==> src/include/afbi_pkg.sv <==
/*
  Package for the asynchronous flash bus host controller: APB register map,
  command codes, pin timing counts and the pin carrier structs.
  Assumes a 20 MHz system clock and a flash device on plain asynchronous pins.
*/
// Contract
// - Hold reset low at least 25 us if device is busy working.
// - Idle device allows reset low pulse down to 100 ns.
// - Outputs valid only after recovery from later of busy or reset rise.
// - Read: select chip, output enable low, write strobe and reset high.
// - Never assert output enable and write strobe together; read wins.
// - Issue Read Array before page reads after any other operation; the host never issues it itself.
// - Configure: command write then confirm, value on address 15:0.
// - Eight-word mode needs Clear Status after page length configure.
package afbi_pkg;
  localparam logic [7:0]  REG_CTRL       = 8'h00;
  localparam logic [7:0]  REG_ADDR       = 8'h04;
  localparam logic [7:0]  REG_WDATA      = 8'h08;
  localparam logic [7:0]  REG_RDATA      = 8'h0C;
  localparam logic [7:0]  REG_STATUS     = 8'h10;
  localparam logic [7:0]  REG_CFG        = 8'h14;
  // CTRL write: bits 2:0 start an operation
  localparam int          CTRL_OP_LSB    = 0;
  localparam logic [2:0]  OP_NONE        = 3'h0;
  localparam logic [2:0]  OP_READ        = 3'h1;
  localparam logic [2:0]  OP_WRITE       = 3'h2;
  localparam logic [2:0]  OP_RESET       = 3'h3;
  localparam logic [2:0]  OP_PAGECFG     = 3'h4;
  // CFG fields
  localparam int          CFG_BYTE_BIT   = 0;
  localparam int          CFG_BUSY_BIT   = 1;
  localparam int          CFG_EIGHT_BIT  = 2;
  localparam logic [31:0] CFG_RESET      = 32'h0000_0000;
  // Status fields
  localparam int          ST_BUSY_BIT    = 0;
  localparam int          ST_RDY_BIT     = 1;
  localparam int          ST_EIGHT_BIT   = 2;
  // Device command codes
  localparam logic [15:0] CMD_READ_ARRAY = 16'h00FF;
  localparam logic [15:0] CMD_PAGE_CFG   = 16'h0060;
  localparam logic [15:0] CMD_PAGE_CONF  = 16'h0004;
  localparam logic [15:0] CMD_CLR_STATUS = 16'h0050;
  localparam int          PAGE_EIGHT_BIT = 13;
  // Timing in ns and derived cycles at 50 ns
  localparam int          CLK_NS         = 50;
  localparam int          RST_BUSY_NS    = 25000;
  localparam int          RST_IDLE_NS    = 100;
  localparam int          RST_RECOV_NS   = 210;
  localparam int          ACCESS_NS      = 95;
  localparam int          WR_PULSE_NS    = 60;
  localparam int          WR_HIGH_NS     = 35;
  localparam int          RST_BUSY_CYC   = (RST_BUSY_NS + CLK_NS - 1) / CLK_NS;
  localparam int          RST_IDLE_CYC   = (RST_IDLE_NS + CLK_NS - 1) / CLK_NS;
  localparam int          RST_RECOV_CYC  = (RST_RECOV_NS + CLK_NS - 1) / CLK_NS;
  localparam int          ACCESS_CYC     = (ACCESS_NS + CLK_NS - 1) / CLK_NS + 1;
  localparam int          WR_PULSE_CYC   = (WR_PULSE_NS + CLK_NS - 1) / CLK_NS;
  localparam int          WR_HIGH_CYC    = (WR_HIGH_NS + CLK_NS - 1) / CLK_NS;
  localparam int          CNT_W          = 10;

  typedef struct packed {
    logic        powerdown_reset_n;
    logic        chip_select_0;
    logic        chip_select_1;
    logic        chip_select_2;
    logic        oe_n;
    logic        we_n;
    logic        byte_n;
    logic [23:0] addr;
    logic [15:0] dq_out;
    logic        dq_oe_n;
  } afbi_pins_t;

  typedef struct packed {
    logic [15:0] dq_in;
    logic        busy_indicator;
  } afbi_pins_in_t;
endpackage
==> src/design/afbi_apb_regs.sv <==
/*
  APB slave holding the controller's own registers.
  Assumes APB3 signalling; answers with zero wait states, unmapped reads zero.
*/
`timescale 1ns/10ps
module afbi_apb_regs (
  input  wire logic        clk_sys,
  input  wire logic        rst,
  input  wire logic        psel,
  input  wire logic        penable,
  input  wire logic        pwrite,
  input  wire logic [7:0]  paddr,
  input  wire logic [31:0] pwdata,
  output logic      [31:0] prdata,
  output logic             pready,
  output logic             pslverr,
  input  wire logic        eng_busy,
  input  wire logic [31:0] status_in,
  input  wire logic [15:0] rdata_in,
  output logic      [2:0]  op_start,
  output logic      [23:0] addr_out,
  output logic      [15:0] wdata_out,
  output logic      [31:0] cfg_out
);
  typedef struct packed {
    logic [31:0] prdata;
    logic [2:0]  op;
    logic [23:0] addr;
    logic [15:0] wdata;
    logic [31:0] cfg;
  } afbi_regs_t;

  afbi_regs_t s_q;
  afbi_regs_t s_d;
  logic       wr_en;

  assign wr_en     = psel && penable && pwrite;
  assign pready    = 1'b1;
  assign pslverr   = 1'b0;
  assign prdata    = s_q.prdata;
  assign op_start  = s_q.op;
  assign addr_out  = s_q.addr;
  assign wdata_out = s_q.wdata;
  assign cfg_out   = s_q.cfg;

  always_comb
  begin
    s_d    = s_q;
    s_d.op = afbi_pkg::OP_NONE;
    // Start ignored while an operation runs
    if (wr_en && paddr == afbi_pkg::REG_CTRL && !eng_busy)
      s_d.op = pwdata[afbi_pkg::CTRL_OP_LSB +: 3];
    if (wr_en && paddr == afbi_pkg::REG_ADDR)
      s_d.addr = pwdata[23:0];
    if (wr_en && paddr == afbi_pkg::REG_WDATA)
      s_d.wdata = pwdata[15:0];
    if (wr_en && paddr == afbi_pkg::REG_CFG)
      s_d.cfg = pwdata;
    // Read data registered in setup so it is stable in access
    if (psel && !penable && !pwrite)
    begin
      case (paddr)
        afbi_pkg::REG_ADDR:   s_d.prdata = {8'h00, s_q.addr};
        afbi_pkg::REG_WDATA:  s_d.prdata = {16'h0000, s_q.wdata};
        afbi_pkg::REG_RDATA:  s_d.prdata = {16'h0000, rdata_in};
        afbi_pkg::REG_STATUS: s_d.prdata = status_in;
        afbi_pkg::REG_CFG:    s_d.prdata = s_q.cfg;
        default:              s_d.prdata = 32'h0000_0000;
      endcase
    end
  end

  always_ff @(posedge clk_sys)
  begin
    if (rst)
    begin
      s_q       <= '0;
      s_q.cfg   <= afbi_pkg::CFG_RESET;
    end
    else
      s_q <= s_d;
  end
endmodule

==> src/design/afbi_host.sv <==
/*
  Host controller for an asynchronous parallel flash: sequences reads, command
  writes, reset pulses and the page length configure pair on the flash pins.
  Assumes pins are synchronous to clk_sys and an external pull-up on busy.
*/
`timescale 1ns/10ps
module afbi_host (
  input  wire logic                    clk_sys,
  input  wire logic                    rst,
  input  wire logic                    psel,
  input  wire logic                    penable,
  input  wire logic                    pwrite,
  input  wire logic [7:0]              paddr,
  input  wire logic [31:0]             pwdata,
  output logic      [31:0]             prdata,
  output logic                         pready,
  output logic                         pslverr,
  output afbi_pkg::afbi_pins_t         pins,
  input  wire afbi_pkg::afbi_pins_in_t pins_in
);
  typedef enum logic [7:0] {
    ST_IDLE  = 8'b0000_0001,
    ST_RD    = 8'b0000_0010,
    ST_WRLO  = 8'b0000_0100,
    ST_WRHI  = 8'b0000_1000,
    ST_RSTLO = 8'b0001_0000,
    ST_RECOV = 8'b0010_0000,
    ST_GAP   = 8'b0100_0000,
    ST_DONE  = 8'b1000_0000
  } afbi_state_t;

  typedef struct packed {
    afbi_state_t                  st;
    logic [afbi_pkg::CNT_W-1:0]   cnt;
    logic [1:0]                   step;
    logic [15:0]                  rdata;
    logic                         eight;
    logic                         busy_seen;
    afbi_pkg::afbi_pins_t         pins;
  } afbi_host_t;

  afbi_host_t  s_q;
  afbi_host_t  s_d;
  logic [2:0]  op;
  logic [23:0] reg_addr;
  logic [15:0] reg_wdata;
  logic [31:0] cfg;
  logic [31:0] status;
  logic        eng_busy;
  logic [15:0] cmd_data;
  logic [23:0] cmd_addr;

  assign eng_busy = (s_q.st != ST_IDLE);
  assign status   = {29'h0, s_q.eight, s_q.st == ST_IDLE, eng_busy};
  assign pins     = s_q.pins;

  afbi_apb_regs i_afbi_apb_regs (
    .clk_sys   (clk_sys),
    .rst       (rst),
    .psel      (psel),
    .penable   (penable),
    .pwrite    (pwrite),
    .paddr     (paddr),
    .pwdata    (pwdata),
    .prdata    (prdata),
    .pready    (pready),
    .pslverr   (pslverr),
    .eng_busy  (eng_busy),
    .status_in (status),
    .rdata_in  (s_q.rdata),
    .op_start  (op),
    .addr_out  (reg_addr),
    .wdata_out (reg_wdata),
    .cfg_out   (cfg)
  );

  // Configure sequence: command, confirm, then clear status if eight-word
  always_comb
  begin
    cmd_addr = reg_addr;
    cmd_data = reg_wdata;
    if (s_q.step == 2'd0)
    begin
      cmd_data = afbi_pkg::CMD_PAGE_CFG;
      cmd_addr = {8'h00, 2'b00, cfg[afbi_pkg::CFG_EIGHT_BIT], 13'h0000};
    end
    else if (s_q.step == 2'd1)
    begin
      cmd_data = afbi_pkg::CMD_PAGE_CONF;
      cmd_addr = {8'h00, 2'b00, cfg[afbi_pkg::CFG_EIGHT_BIT], 13'h0000};
    end
    else if (s_q.step == 2'd2)
      cmd_data = afbi_pkg::CMD_CLR_STATUS;
  end

  always_comb
  begin
    s_d = s_q;
    if (s_q.cnt != '0)
      s_d.cnt = s_q.cnt - 1'b1;
    s_d.pins.byte_n = cfg[afbi_pkg::CFG_BYTE_BIT];
    case (s_q.st)
      ST_IDLE:
      begin
        s_d.pins.chip_select_0 = 1'b1;
        s_d.pins.oe_n          = 1'b1;
        s_d.pins.we_n          = 1'b1;
        s_d.pins.dq_oe_n       = 1'b1;
        s_d.step               = 2'd3;
        case (op)
          afbi_pkg::OP_READ:
          begin
            s_d.pins.addr          = reg_addr;
            s_d.pins.chip_select_0 = 1'b0;
            s_d.pins.oe_n          = 1'b0;
            s_d.cnt                = afbi_pkg::CNT_W'(afbi_pkg::ACCESS_CYC);
            s_d.st                 = ST_RD;
          end
          afbi_pkg::OP_WRITE:
          begin
            s_d.pins.addr   = reg_addr;
            s_d.pins.dq_out = reg_wdata;
            s_d.st          = ST_GAP;
            s_d.cnt         = '0;
          end
          afbi_pkg::OP_PAGECFG:
          begin
            s_d.step = 2'd0;
            s_d.st   = ST_GAP;
            s_d.cnt  = '0;
          end
          afbi_pkg::OP_RESET:
          begin
            s_d.pins.powerdown_reset_n = 1'b0;
            s_d.cnt = pins_in.busy_indicator ?
                      afbi_pkg::CNT_W'(afbi_pkg::RST_IDLE_CYC) :
                      afbi_pkg::CNT_W'(afbi_pkg::RST_BUSY_CYC);
            s_d.st  = ST_RSTLO;
          end
          default:
            s_d.st = ST_IDLE;
        endcase
      end
      ST_GAP:
      begin
        // read strobe off before write strobe
        s_d.pins.oe_n = 1'b1;
        if (s_q.step != 2'd3)
        begin
          s_d.pins.addr   = cmd_addr;
          s_d.pins.dq_out = cmd_data;
        end
        s_d.pins.chip_select_0 = 1'b0;
        s_d.pins.dq_oe_n       = 1'b0;
        s_d.pins.we_n          = 1'b0;
        s_d.cnt                = afbi_pkg::CNT_W'(afbi_pkg::WR_PULSE_CYC);
        s_d.st                 = ST_WRLO;
      end
      ST_WRLO:
        if (s_q.cnt == '0)
        begin
          s_d.pins.we_n = 1'b1;
          s_d.cnt       = afbi_pkg::CNT_W'(afbi_pkg::WR_HIGH_CYC);
          s_d.st        = ST_WRHI;
        end
      ST_WRHI:
        if (s_q.cnt == '0)
        begin
          s_d.pins.dq_oe_n = 1'b1;
          s_d.st           = ST_DONE;
          if (s_q.step == 2'd0)
          begin
            s_d.step = 2'd1;
            s_d.st   = ST_GAP;
          end
          else if (s_q.step == 2'd1)
          begin
            // host copy tracks the volatile setting
            s_d.eight = cfg[afbi_pkg::CFG_EIGHT_BIT];
            s_d.step  = cfg[afbi_pkg::CFG_EIGHT_BIT] ? 2'd2 : 2'd3;
            s_d.st    = cfg[afbi_pkg::CFG_EIGHT_BIT] ? ST_GAP : ST_DONE;
          end
          else if (s_q.step == 2'd2)
            s_d.step = 2'd3;
        end
      ST_RD:
        if (s_q.cnt == '0)
        begin
          // device drives only while read enabled
          s_d.rdata         = pins_in.dq_in;
          s_d.pins.oe_n     = 1'b1;
          s_d.st            = ST_DONE;
        end
      ST_RSTLO:
        if (s_q.cnt == '0)
        begin
          s_d.pins.powerdown_reset_n = 1'b1;
          s_d.eight                  = 1'b0;
          s_d.busy_seen              = 1'b0;
          s_d.cnt                    = afbi_pkg::CNT_W'(afbi_pkg::RST_RECOV_CYC);
          s_d.st                     = ST_RECOV;
        end
      ST_RECOV:
      begin
        // recovery counted from later of busy or reset rise
        if (!pins_in.busy_indicator)
          s_d.cnt = afbi_pkg::CNT_W'(afbi_pkg::RST_RECOV_CYC);
        else if (s_q.cnt == '0)
          s_d.st = ST_DONE;
      end
      ST_DONE:
      begin
        s_d.pins.chip_select_0 = 1'b1;
        s_d.st                 = ST_IDLE;
      end
      default:
        s_d.st = ST_IDLE;
    endcase
  end

  always_ff @(posedge clk_sys)
  begin
    if (rst)
    begin
      s_q                        <= '0;
      s_q.st                     <= ST_IDLE;
      s_q.step                   <= 2'd3;
      s_q.pins.powerdown_reset_n <= 1'b1;
      s_q.pins.chip_select_0     <= 1'b1;
      s_q.pins.oe_n              <= 1'b1;
      s_q.pins.we_n              <= 1'b1;
      s_q.pins.dq_oe_n           <= 1'b1;
    end
    else
      s_q <= s_d;
  end
endmodule

==> config.mk <==
export PLATFORM = sky130hd
export DESIGN_NAME = afbi_host
export DESIGN_NICKNAME = d
export VERILOG_FILES = /design/src/include/afbi_pkg.sv /design/src/design/afbi_apb_regs.sv /design/src/design/afbi_host.sv
export SDC_FILE = /design/constraint.sdc
export NUM_CORES = 1
export LEC_CHECK = 0
export ABC_AREA = 0
export BUFFER_PORTS_ARGS = -buffer_cell sky130_fd_sc_hd__buf_2
export CORE_MARGIN = 8
export CORE_UTILIZATION = 28
export CTS_CLUSTER_DIAMETER = 50
export CTS_CLUSTER_SIZE = 40
export DETAILED_ROUTE_END_ITERATION = 16
export PLACE_DENSITY = 0.43
export SYNTH_ARGS = -nofsm -noshare
export SYNTH_HDL_FRONTEND = slang
export SYNTH_SLANG_ARGS = --single-unit
export TNS_END_PERCENT = 10
==> constraint.sdc <==
create_clock -name clk_sys -period 5.07 [get_ports clk_sys]
set_clock_uncertainty 0.2 [all_clocks]
set_input_delay 0.507 -clock clk_sys [delete_from_list [all_inputs] [get_ports clk_sys]]
set_output_delay 0.507 -clock clk_sys [all_outputs]
set_load 0.01 [all_outputs]
==> Yosys cells after proc, flatten, opt, wreduce, memory -nomap -nowiden <==
Index checks and enable logic that the tools add are counted.
{ "totals": {"register_bits": 190, "elab_cells": 135, "inputBits": 62, "out_inout_bits": 82} }
{ "op_classes": {"eq_ne": 33, "n_addsub": 1, "reduce_logical": 37, "muxes": 45, "n_bitwise": 1} }
{ "ops": {"columns": ["op", "count"], "rows": [
  ["$pmux 32 s5", 1],
  ["$pmux 40 s2", 1],
  ["$mux 24", 3],
  ["$mux 16", 4],
  ["$pmux 8 s7", 1],
  ["$pmux 10 s5", 1],
  ["$mux 8", 6],
  ["$mux 40", 1],
  ["$mux 18", 2],
  ["$pmux 10 s3", 1],
  ["$eq 8x4->1 const B", 3],
  ["$eq 8x5->1 const B", 3],
  ["$ne 2x2->1 const B", 12],
  ["$pmux 7 s3", 1],
  ["$mux 10", 2],
  ["$eq 8x3->1 const B", 2],
  ["$pmux 1 s3", 4],
  ["$reduce_and 3->1", 4],
  ["$reduce_bool 3->1", 4],
  ["$logic_not 10->1", 1],
  ["$mux 2", 5],
  ["$reduce_bool 10->1", 1],
  ["$sub 10x1->10 const B", 1],
  ["$logic_and 1x1->1", 9],
  ["other kinds (26)", 44]
]} }

==> Logic depth before layout (Yosys ltp) <==
Gate-level depths: netlist of the first run.
{ "logic_depth": {"word_depth": 6, "ltp_mapped": 10, "depth_no_buf": 9} }

==> By module <==
A second synthesis of the first run with hierarchy kept.
{ "unflattened": {"hier_cells": 1013, "hier_area_um2": 8723.4} }
{ "by_module_without_submodules": {"columns": ["module", "instances", "seq_area_each_um2", "cells_per_inst", "area_per_inst_um2"], "rows": [
  ["afbi_apb_regs", 1, 2142.1, 531, 4660.7],
  ["afbi_host", 1, 1661.6, 482, 4062.6]
]} }

==> Least setup slack after synthesis of the first run <==
No wires, ideal clock.
{ "synth_path": {"kind": "input -> register", "startpoint": "input paddr[5]", "endpoint": "register i_afbi_apb_regs.s_q (netlist bit i_afbi_apb_regs.wdata_out[10])", "stages": 7, "arrival_time_ns": 2.251, "path_slack_ns": 2.549, "setup_time_ns": 0.070, "required_time_ns": 4.800, "path_buffers": 2, "cell_sequence": "or4b_1 nor4_2 and2_0 clkbuf_1 buf_2 nand2_1 a21oi_1"} }
{ "synth_via": {"elab_chain_cells": 2} }
{ "synth_rtl": {"columns": ["element", "line_no", "rtl"], "rows": [
  ["from (decl)", "afbi_host.sv:13", "input wire logic [7:0] paddr,"],
  ["$eq 8x4->1", "afbi_apb_regs.sv:55", "if (wr_en && paddr == afbi_pkg::REG_WDATA)"],
  ["$logic_and 1x1->1", "afbi_apb_regs.sv:55", null],
  ["to (decl)", "afbi_apb_regs.sv:33", "afbi_regs_t s_q;"]
]} }
Every way passes these cells.
A chain may end at the register's enable or synchronous reset.

==> Worst setup path after layout of the first run <==
{ "layout_path": {"startpoint": "register s_q[85] (netlist name)", "endpoint": "register, netlist name pins[6]"} }
{ "layout_via": {"elab_chain_cells": 3, "elab_cells_between_ends": 7, "cone_classes": "eq/ne: 4; mux: 1; reduce/logical: 2"} }
{ "layout_rtl": {"columns": ["element", "line_no", "rtl"], "rows": [
  ["from (decl)", "afbi_host.sv:42", "afbi_host_t s_q;"],
  ["$eq 8x1->1 or $eq 8x7->1 (tied branches)", "afbi_host.sv:102", "case (s_q.st)"],
  ["$ne 2x2->1 (no line) or $reduce_bool 2->1 (tied branches)", null, null],
  ["$reduce_and 3->1 (no line)", null, null]
]} }
Several ways; a longest one is shown, not always the timed one.

==> results of run 1 <==
-- metrics by stage --
step | utilization (%) | worst slack [ns]
3_3_place_gp | 30.24 | 1.989
6_report | 32.20 | 2.000
3_5_place_dp | 30.24 | 1.933
2_1_floorplan | - | 2.549
5_1_grt | 32.20 | 1.703
4_1_cts | 32.20 | 2.009
-- worst min-delay path by stage --
stage | start | end | slack, ns | cells after the start
after floorplan | pins[10] | pins[10] | 0.23 | 2
after global placement | pins[20] | pins[20] | 0.24 | 2
after detailed placement | pins[26] | pins[26] | 0.24 | 2
after CTS | pins_in[15] | s_q[64] | 0.08 | 3
after global routing | pins_in[15] | s_q[64] | 0.09 | 3
final | pins_in[15] | s_q[64] | 0.09 | 3
-- sequential cells by signal, summed over array words and instances (netlist names) --
signal	cells
i_afbi_apb_regs.prdata	32
i_afbi_apb_regs.addr_out	24
i_afbi_apb_regs.wdata_out	16
s_q	37
i_afbi_apb_regs.op_start	3
pins	46
i_afbi_apb_regs.cfg_out	32
-- Yosys cell counts, drive strengths merged (3+ instances only) --
cell type and instances:
nor3 24, a311oi 4, inv 12, o22ai 3, nor4 6, nand2 240, nand3b 3, nor3b 4
a31oi 6, a21oi 150, xnor2 5, a211oi 10, a22o 22, dfxtp 190, or4 3, nand4b 3
o21ai 13, and2 7, and3 7, a222oi 13, nor2b 6, mux2 3, or3 4, nand3 77
buf 59, clkbuf 68, a22oi 8, nand2b 4, nor2 44, ha 3, o21bai 3
-- cells by family (layout without fill, tap and decap cells) --
logic type      Yosys count  count (layout)  share of synthesized area (%)
fa+ha+maj                 3               3                         0.4545
mux                       5               5                         0.6514
xor+xnor                  6               6                         0.6363
flops                   190             190                          46.05
buf+inv                 139             195                          8.877
compound gates          251             251                          19.19
simple gates            442             442                          24.04
other cells               2               4                        0.09093
-- cell type report --
cell class              count  area (um^2)
fillers                  3176        19880
flip-flops and latches    190         3804
multi-input cells         711         3731
repair buffers            152        799.5
well taps                 390        488.0
clock buffers              17        425.4
clock inverters            14        148.9
inverters                  12        45.04
-- critical path, delay by kind of cell (launching register included) --
kind            cells  cell delay (ns)
simple gates        3             1.20
compound gates      2             0.87
flops               1             0.38
buf+inv             1             0.25
-- routing by layer --
layer / global-route usage, % / routed length (um)
met1: 20.25 / 12880
met2: 25.21 / 13160
met3: 3.826 / 1507
met4: 3.515 / 255
met5: 0 / 0
-- power breakdown --
| group | leakage [uW] | switching, uW | total (uW) | internal (uW) |
|---|---|---|---|---|
| Combinational | 0.00167 | 229 | 369 | 140 |
| Clock | 0.000282 | 655 | 1350 | 696 |
| Sequential | 0.00153 | 31.2 | 1560 | 1530 |
| Total | 0.00348 | 915 | 3280 | 2360 |
==> flow_summary.ini, run 1 <==
[outcome]
run_status = complete, no violations

[setup_path]
worst_path_max_delay_cell = nor4_1
r2r_end = pins[6]
cp-start-kind = flip-flop
cp.required_ns = 5.15
r2r-start = s_q[85]
endpoint_kind = flip-flop
crit_fanout = 17
critPathKind = flip-flop to flip-flop
crit_chain = nor4_1 -> buf_4 -> nand4_2 -> o41a_1 -> a211oi_1 -> nor3_1
r2r_slack_ns = 2.00
cpPeakStageDelay_ns = 0.67
startpoint = s_q[85]
rr_worst_depth = 6
crit_arrival_ns = 3.15
endpoint = pins[6]

[clock_network]
cts_tree = yes
postCtsSetupRepairBufs = 0
clk_pin_slew_ns = 0.08
cts_resized = 0
cts_htree_levels = 4
cts_buffers = 17
hold_buffers = 0
cts_sinks = 190
cts_buffer_depth = 2
root_buffer = clkbuf_16
clk_latency_ns = 0.44

[place]
hpwl_um = 19280
dp_cells = 1455
io_buffers = 139
placed_cell_area_mm2 = 0.008867
place_congestion = 0.7787

[timing]
final-hold-violation-count = 0
finalSetupTns_ns = 0
min_period_over_period_pct = 60.55
worst_pin_slew_ns = 1.062
rsz0062_at_grt = no
max_freq_mhz = 325.8
relSlewSlack_pct = 29.20
slew_violations = 0
whs_ns = 0.09300
fin_crit_ns = 3.070
setup_violations = 0

[logic_synthesis]
synth_top_area_share_pct = 46.05
ys.flop_type = dfxtp_1
synthTopCellsByArea = dfxtp_1 46%, nand2_1 11%, a21oi_1 9.0%
syn_inst = 1038
yosys_warnings = 0
synth.largest_area_cell = dfxtp_1
seq_area_frac_synth_pct = 46.05
synth_cell_types = 63
synthArstFlopShare_pct = 0
syn_area_mm2 = 0.008259
ys_seq_elements = 190
synth.avg_cell_area_um2 = 7.957
synth_enable_flop_cells = 0

[floorplanning]
die_h_um = 187.7
io_pins = 144
dieArea_mm2 = 0.03525
die_x_um = 187.7
fp-row-count = 63
start_util_pct = 28.17
fp.coreArea_mm2 = 0.02932

[detailed_routing]
firstDrtPassIters = 9
route.vias.total = 7374
viasPerCell = 4.962
drcViolationCount = 0
wire_per_inst_um = 18.71
drt-initial-drc-count = 605
drtAntennaViolNets = 0
wirelength_um = 27800

[pwr]
power_density_mw_per_mm2 = 347.4
max-vdd-ir-drop_uv = 221.4
leakage_uw = 0.003481
power_uw = 3280

[finish]
stdcell_count = 1486
diodes = 0
drive_above_1_share_pct = 17.70
postLayoutCellArea_mm2 = 0.009442
finalNetCount = 1149
final_cell_mix = 240 x nand2_1, 190 x dfxtp_1, 149 x a21oi_1, 138 x buf_2, 77 x nand3_1
flow.area_growth_from_synthesis_pct = 14.32
mostFrequentLayoutCell = nand2_1

[grt]
grt_max_degree = 128
antenna_found_initial = 0
first_global_vias = 7191
gr-total-overflow = 0
grtUsageTotal_pct = 15.44
grt_pass1_wl_um = 43220

[run]
cap_violations = 0

[hold_path]
hold_class = primary input to flip-flop
Power figures use the tool's default switching activity.
==> run 2: changes to the inputs <==
- ABC_AREA: 0 -> 1
- PLACE_DENSITY: 0.43 -> 0.42
- clock period: 5.07 -> 2.92 ns (I/O delays scaled with it)
==> flow_summary.ini, run 2 <==
[clock_network]
cts_resized = 0
root_buffer = clkbuf_16
cts_tree = yes
postCtsSetupRepairBufs = 0
cts_buffers = 17
clk_latency_ns = 0.44
hold_buffers = 48
cts_buffer_depth = 2
cts_sinks = 190
clk_pin_slew_ns = 0.08
cts_htree_levels = 4

[logic_synthesis]
syn_inst = 1181
ys.flop_type = dfxtp_1
yosys_warnings = 0
synth_cell_types = 37
synth_top_family_by_area = simple AND/OR/NAND/NOR gates
synth_enable_flop_cells = 0
synth.most_common_cell = nand2_1
synthTopCellsByCount = 215 x nand2_1, 190 x dfxtp_1, 137 x a21oi_1
syn_area_mm2 = 0.008587
synth.avg_cell_area_um2 = 7.271
synthArstFlopShare_pct = 0
synth_xor_area_share_pct = 0.2040
seq_area_frac_synth_pct = 44.30
synthAdderAreaFrac_pct = 0.4371
ys_seq_elements = 190
synthTopCellsByArea = dfxtp_1 44%, nand2_1 9.4%, a21oi_1 8.0%
synth_top_area_share_pct = 44.30
muxShareOfSynthArea_pct = 0
yosys.area_share.simple_pct = 27.32
synth.largest_area_cell = dfxtp_1
synth_compound_area_share_pct = 15.33

[timing]
max_freq_mhz = 419.8
slew_violations = 0
rsz0062_at_grt = no
setup_violations = 0
worst_pin_slew_ns = 0.8846
finalSetupTns_ns = 0
fin_crit_ns = 2.382
final-hold-violation-count = 0
relSlewSlack_pct = 40.96
min_period_over_period_pct = 81.59

[outcome]
run_status = complete, no violations

[hold_path]
hold_class = primary input to flip-flop

[floorplanning]
die_h_um = 191.1
dieArea_mm2 = 0.03653
die_x_um = 191.1
start_util_pct = 28.22
fp-row-count = 64
io_pins = 144
fp.coreArea_mm2 = 0.03043

[detailed_routing]
wirelength_um = 28910
firstDrtPassIters = 5
drt-initial-drc-count = 571
drtAntennaViolNets = 0
wire_per_inst_um = 16.96
route.vias.total = 7906
drcViolationCount = 0
viasPerCell = 4.640

[finish]
stdcell_count = 1704
top_regs = pins: 46 flops, s_q: 37 flops
mostFrequentLayoutCell = nand2_1
diodes = 0
largest_register_ffs = 46
finalNetCount = 1360
final_cell_mix = 215 x nand2_1, 190 x dfxtp_1, 138 x buf_2, 137 x a21oi_1, 132 x nor2_1
finalCoreUtilization_pct = 34.05
regMostFlops = pins
postLayoutCellArea_mm2 = 0.01036
nFillCells = 3375
drive_above_1_share_pct = 17.28
flow.area_growth_from_synthesis_pct = 20.66

[pwr]
power_frac_comb_pct = 13.5
p_sw_share_pct = 28.51
power_density_mw_per_mm2 = 576.2
p_int_uw = 4268
max-vdd-ir-drop_uv = 299.1
seqPwrFrac_pct = 45.2
leakage_uw = 0.004315
clock_power_share_pct = 41.3
power.switching_uw = 1702

[setup_path]
crit_fanout = 8
crit_arrival_ns = 2.50
cp.required_ns = 3.03
critPathKind = flip-flop to flip-flop
endpoint_kind = flip-flop
cp-start-kind = flip-flop

[run]
cap_violations = 0

[place]
dp_cells = 1624
placed_cell_area_mm2 = 0.009255
hpwl_um = 21270
place_congestion = 0.8172
io_buffers = 139

[grt]
antenna_found_initial = 0
first_global_vias = 7834
gr-total-overflow = 0
grtUsageTotal_pct = 15.79
grt_max_degree = 65
grt_pass1_wl_um = 45090
## run 2: power groups by stage
stage / Combinational, uW / Clock [uW] / Sequential (uW)
floorplan: 534 / 0 / 2750
global placement: 761 / 0 / 2760
detailed placement: 759 / 0 / 2760
CTS: 813 / 2540 / 2700
global route: 926 / 2660 / 2700
finish: 805 / 2470 / 2700
## run 2: layout make-up
class	count	area, um^2	area share [%]
Sequential cell	190	3804	36.71
Multi-Input combinational cell	788	3742	36.12
Timing Repair Buffer	206	1346	12.99
Tap cell	396	495.5	4.782
Clock buffer	17	425.4	4.106
Inverter	92	347.8	3.357
Clock inverter	15	200.2	1.932
## run 2: stage by stage
step | total power (uW) | hold WS [ns] | setup slack, ns
5_1_grt | 6289 | 0.1169 | 0.3071
3_5_place_dp | 3517 | 0.2477 | 0.5078
3_3_place_gp | 3521 | 0.2414 | 0.5340
6_report | 5970 | 0.1070 | 0.5377
4_1_cts | 6054 | 0.1095 | 0.5476
2_1_floorplan | 3282 | 0.2269 | 0.8883
## run 2: critical path: stages (launching register included)
cell and delay, ns:
dfxtp_1 0.33, inv_1 0.12, ha_1 0.20, inv_1 0.06
nor2_1 0.08, nand3_1 0.08, nor2_2 0.32, inv_1 0.14
ha_1 0.31, o21ai_0 0.15, nand3_1 0.09, a21oi_1 0.12
nor2_1 0.05
## run 2: final timing paths
check	start	to	slack, ns	cells past startpoint
max	s_q[68]	s_q[68]	0.54	12
min	pins_in[0]	s_q[75]	0.11	4
max reg2reg	s_q[68]	s_q[68]	0.54	12
min reg2reg	i_afbi_apb_regs.cfg_out[20]	i_afbi_apb_regs.cfg_out[20]	0.26	2
## run 2: logic make-up after synthesis
kind of cell | count (synthesis)
flip-flops | 190
AND/OR/NAND/NOR | 523
AO/OA/AOI/OAI | 256
XOR/XNOR | 2
adder cells (fa/ha/maj) | 3
buffers and inverters | 205
other | 2
## run 2: routing by layer
| metal | routed length [um] | track usage [%] |
|---|---|---|
| met5 | 0 | 0 |
| met4 | 194 | 3.079 |
| met3 | 1311 | 3.083 |
| met2 | 13580 | 25.93 |
| met1 | 13820 | 21.30 |
==> run 3: changes to the inputs <==
- clock period: 2.92 -> 2.3 ns (I/O delays scaled with it)
==> flow_summary.ini, run 3 (synthesized netlist as in run 2, its figures left out) <==
[clock_network]
postCtsSetupRepairBufs = 0
cts_htree_levels = 4
cts_sinks = 190
cts_buffers = 17
cts_tree = yes
cts_buffer_depth = 2
clk_pin_slew_ns = 0.07
clk_latency_ns = 0.44
root_buffer = clkbuf_16

[place]
io_buffers = 139
hpwl_um = 21430
placed_cell_area_mm2 = 0.009333
place_congestion = 0.8257

[run]
cap_violations = 0

[setup_path]
cp.required_ns = 2.45
crit_arrival_ns = 2.20
endpoint_kind = flip-flop
cpPeakStageDelay_ns = 0.36
cp-start-kind = flip-flop
r2r_slack_ns = 0.25
critPathKind = flip-flop to flip-flop
r2r-start = s_q[69]
worst_path_max_delay_cell = o21ai_0
rr_worst_depth = 9
r2r_end = s_q[67]
crit_fanout = 7
crit_chain = inv_1 -> ha_1 -> inv_1 -> nor2_1 -> nand3_1 -> buf_4 -> o21ai_0 -> a21oi_1 -> o21ai_0

[timing]
finalSetupTns_ns = 0
final-hold-violation-count = 0
relSlewSlack_pct = 62.09
fin_crit_ns = 2.048
worst_pin_slew_ns = 0.5686
min_period_over_period_pct = 89.05
max_freq_mhz = 488.3
rsz0062_at_grt = no
slew_violations = 0
setup_violations = 0

[pwr]
power_density_mw_per_mm2 = 718.6
max-vdd-ir-drop_uv = 345.4
leakage_uw = 0.004338

[finish]
top_regs = pins: 46 flops, s_q: 37 flops
mostFrequentLayoutCell = nand2_1
postLayoutCellArea_mm2 = 0.01040
finalNetCount = 1368
largest_register_ffs = 46
drive_above_1_share_pct = 17.72
regMostFlops = pins
final_cell_mix = 215 x nand2_1, 190 x dfxtp_1, 138 x buf_2, 137 x a21oi_1, 132 x nor2_1
flow.area_growth_from_synthesis_pct = 21.10

[hold_path]
hold_path_end = i_afbi_apb_regs.op_start[1]
hold_path_depth = 4
hold_path_startpoint = paddr[2]
hold_class = primary input to flip-flop

[detailed_routing]
drt-initial-drc-count = 527
wirelength_um = 29530
drcViolationCount = 0
wire_per_inst_um = 17.25
viasPerCell = 4.675
firstDrtPassIters = 5
route.vias.total = 8003
drtAntennaViolNets = 0

[floorplanning]
fp.coreArea_mm2 = 0.03043
io_pins = 144
fp-row-count = 64
dieArea_mm2 = 0.03653
die_x_um = 191.1
die_h_um = 191.1
start_util_pct = 28.22

[grt]
gr-total-overflow = 0
first_global_vias = 7987
grt_pass1_wl_um = 45720
grtUsageTotal_pct = 16.08
antenna_found_initial = 0
grt_max_degree = 47

[outcome]
run_status = complete, no violations
==> run 3: changes by cell type in the layout (fill, tap and decap cells not counted), sizes merged <==
| cell | previous run | this run |
|---|---|---|
| inv | 97 | 98 |
| buf | 158 | 165 |
| diode | 0 | 1 |
| bufinv | 2 | 1 |
| clkinvlp | 0 | 1 |
| dlygate4sd3 | 48 | 49 |
| clkinv | 8 | 6 |
==> run 3: per-layer routing <==
layer / GRT usage, % / up-vias / share of wire (%)
li1: - / 4078 / -
met1: 21.92 / 3733 / 49
met2: 25.79 / 165 / 46
met3: 2.554 / 27 / 3.8
met4: 4.737 / 0 / 1.8
met5: 0 / - / 0
==> run 3: worst max-delay path by stage <==
| stage | from | endpoint | depth (start not counted) |
|---|---|---|---|
| 4_1_cts | s_q[80] | pins[15] | 9 |
| 2_1_floorplan | s_q[68] | s_q[68] | 12 |
| 3_5_place_dp | s_q[80] | pins[15] | 9 |
| 6_report | s_q[69] | s_q[67] | 9 |
| 5_1_grt | s_q[69] | s_q[68] | 12 |
| 3_3_place_gp | s_q[68] | s_q[67] | 9 |
==> run 3: layout make-up <==
type	count	area, um^2
multi-input cells	788	3742
flip-flops and latches	190	3804
inverters	92	347.8
diodes	1	2.502
fillers	3366	20030
well taps	396	495.5
clock buffers	17	425.4
repair buffers	214	1434
clock inverters	14	147.6
==> run 3: metrics by stage <==
| stage | setup WS (ns) | total power, uW | instances | hold WS, ns | utilization, % |
|---|---|---|---|---|---|
| after floorplan | 0.2683 | 4166 | 1183 | 0.1649 | - |
| after global placement | 0.2771 | 4511 | 1631 | 0.2410 | 30.67 |
| after detailed placement | 0.2532 | 4501 | 1631 | 0.2478 | 30.67 |
| after CTS | 0.2281 | 7555 | 1711 | 0.04174 | 34.17 |
| after global routing | 0.008293 | 7843 | 1711 | 0.09172 | 34.17 |
| final | 0.2519 | 7472 | 1712 | 0.06396 | 34.17 |
==> run 3: timing repair <==
| action | in CTS | in global routing |
|---|---|---|
| hold endpoints to repair | 105 | 0 |
| hold buffers | 49 | 0 |
| gates resized for setup | 0 | 1 |
| setup endpoints to repair | 0 | 2 |
==> run 3: worst max-delay path: cells and delay by family, from the launching register on <==
kind	cells	cell delay [ns]
fa+ha+maj	1	0.17
flops	1	0.31
buf+inv	3	0.39
simple gates	2	0.33
compound gates	3	0.55
==> run 3: power breakdown <==
group          internal (uW)  switching [uW]  total (uW)
logic                    414             653        1070
clock network           1530            1440        2980
registers               3360            63.3        3430
total                   5310            2160        7470
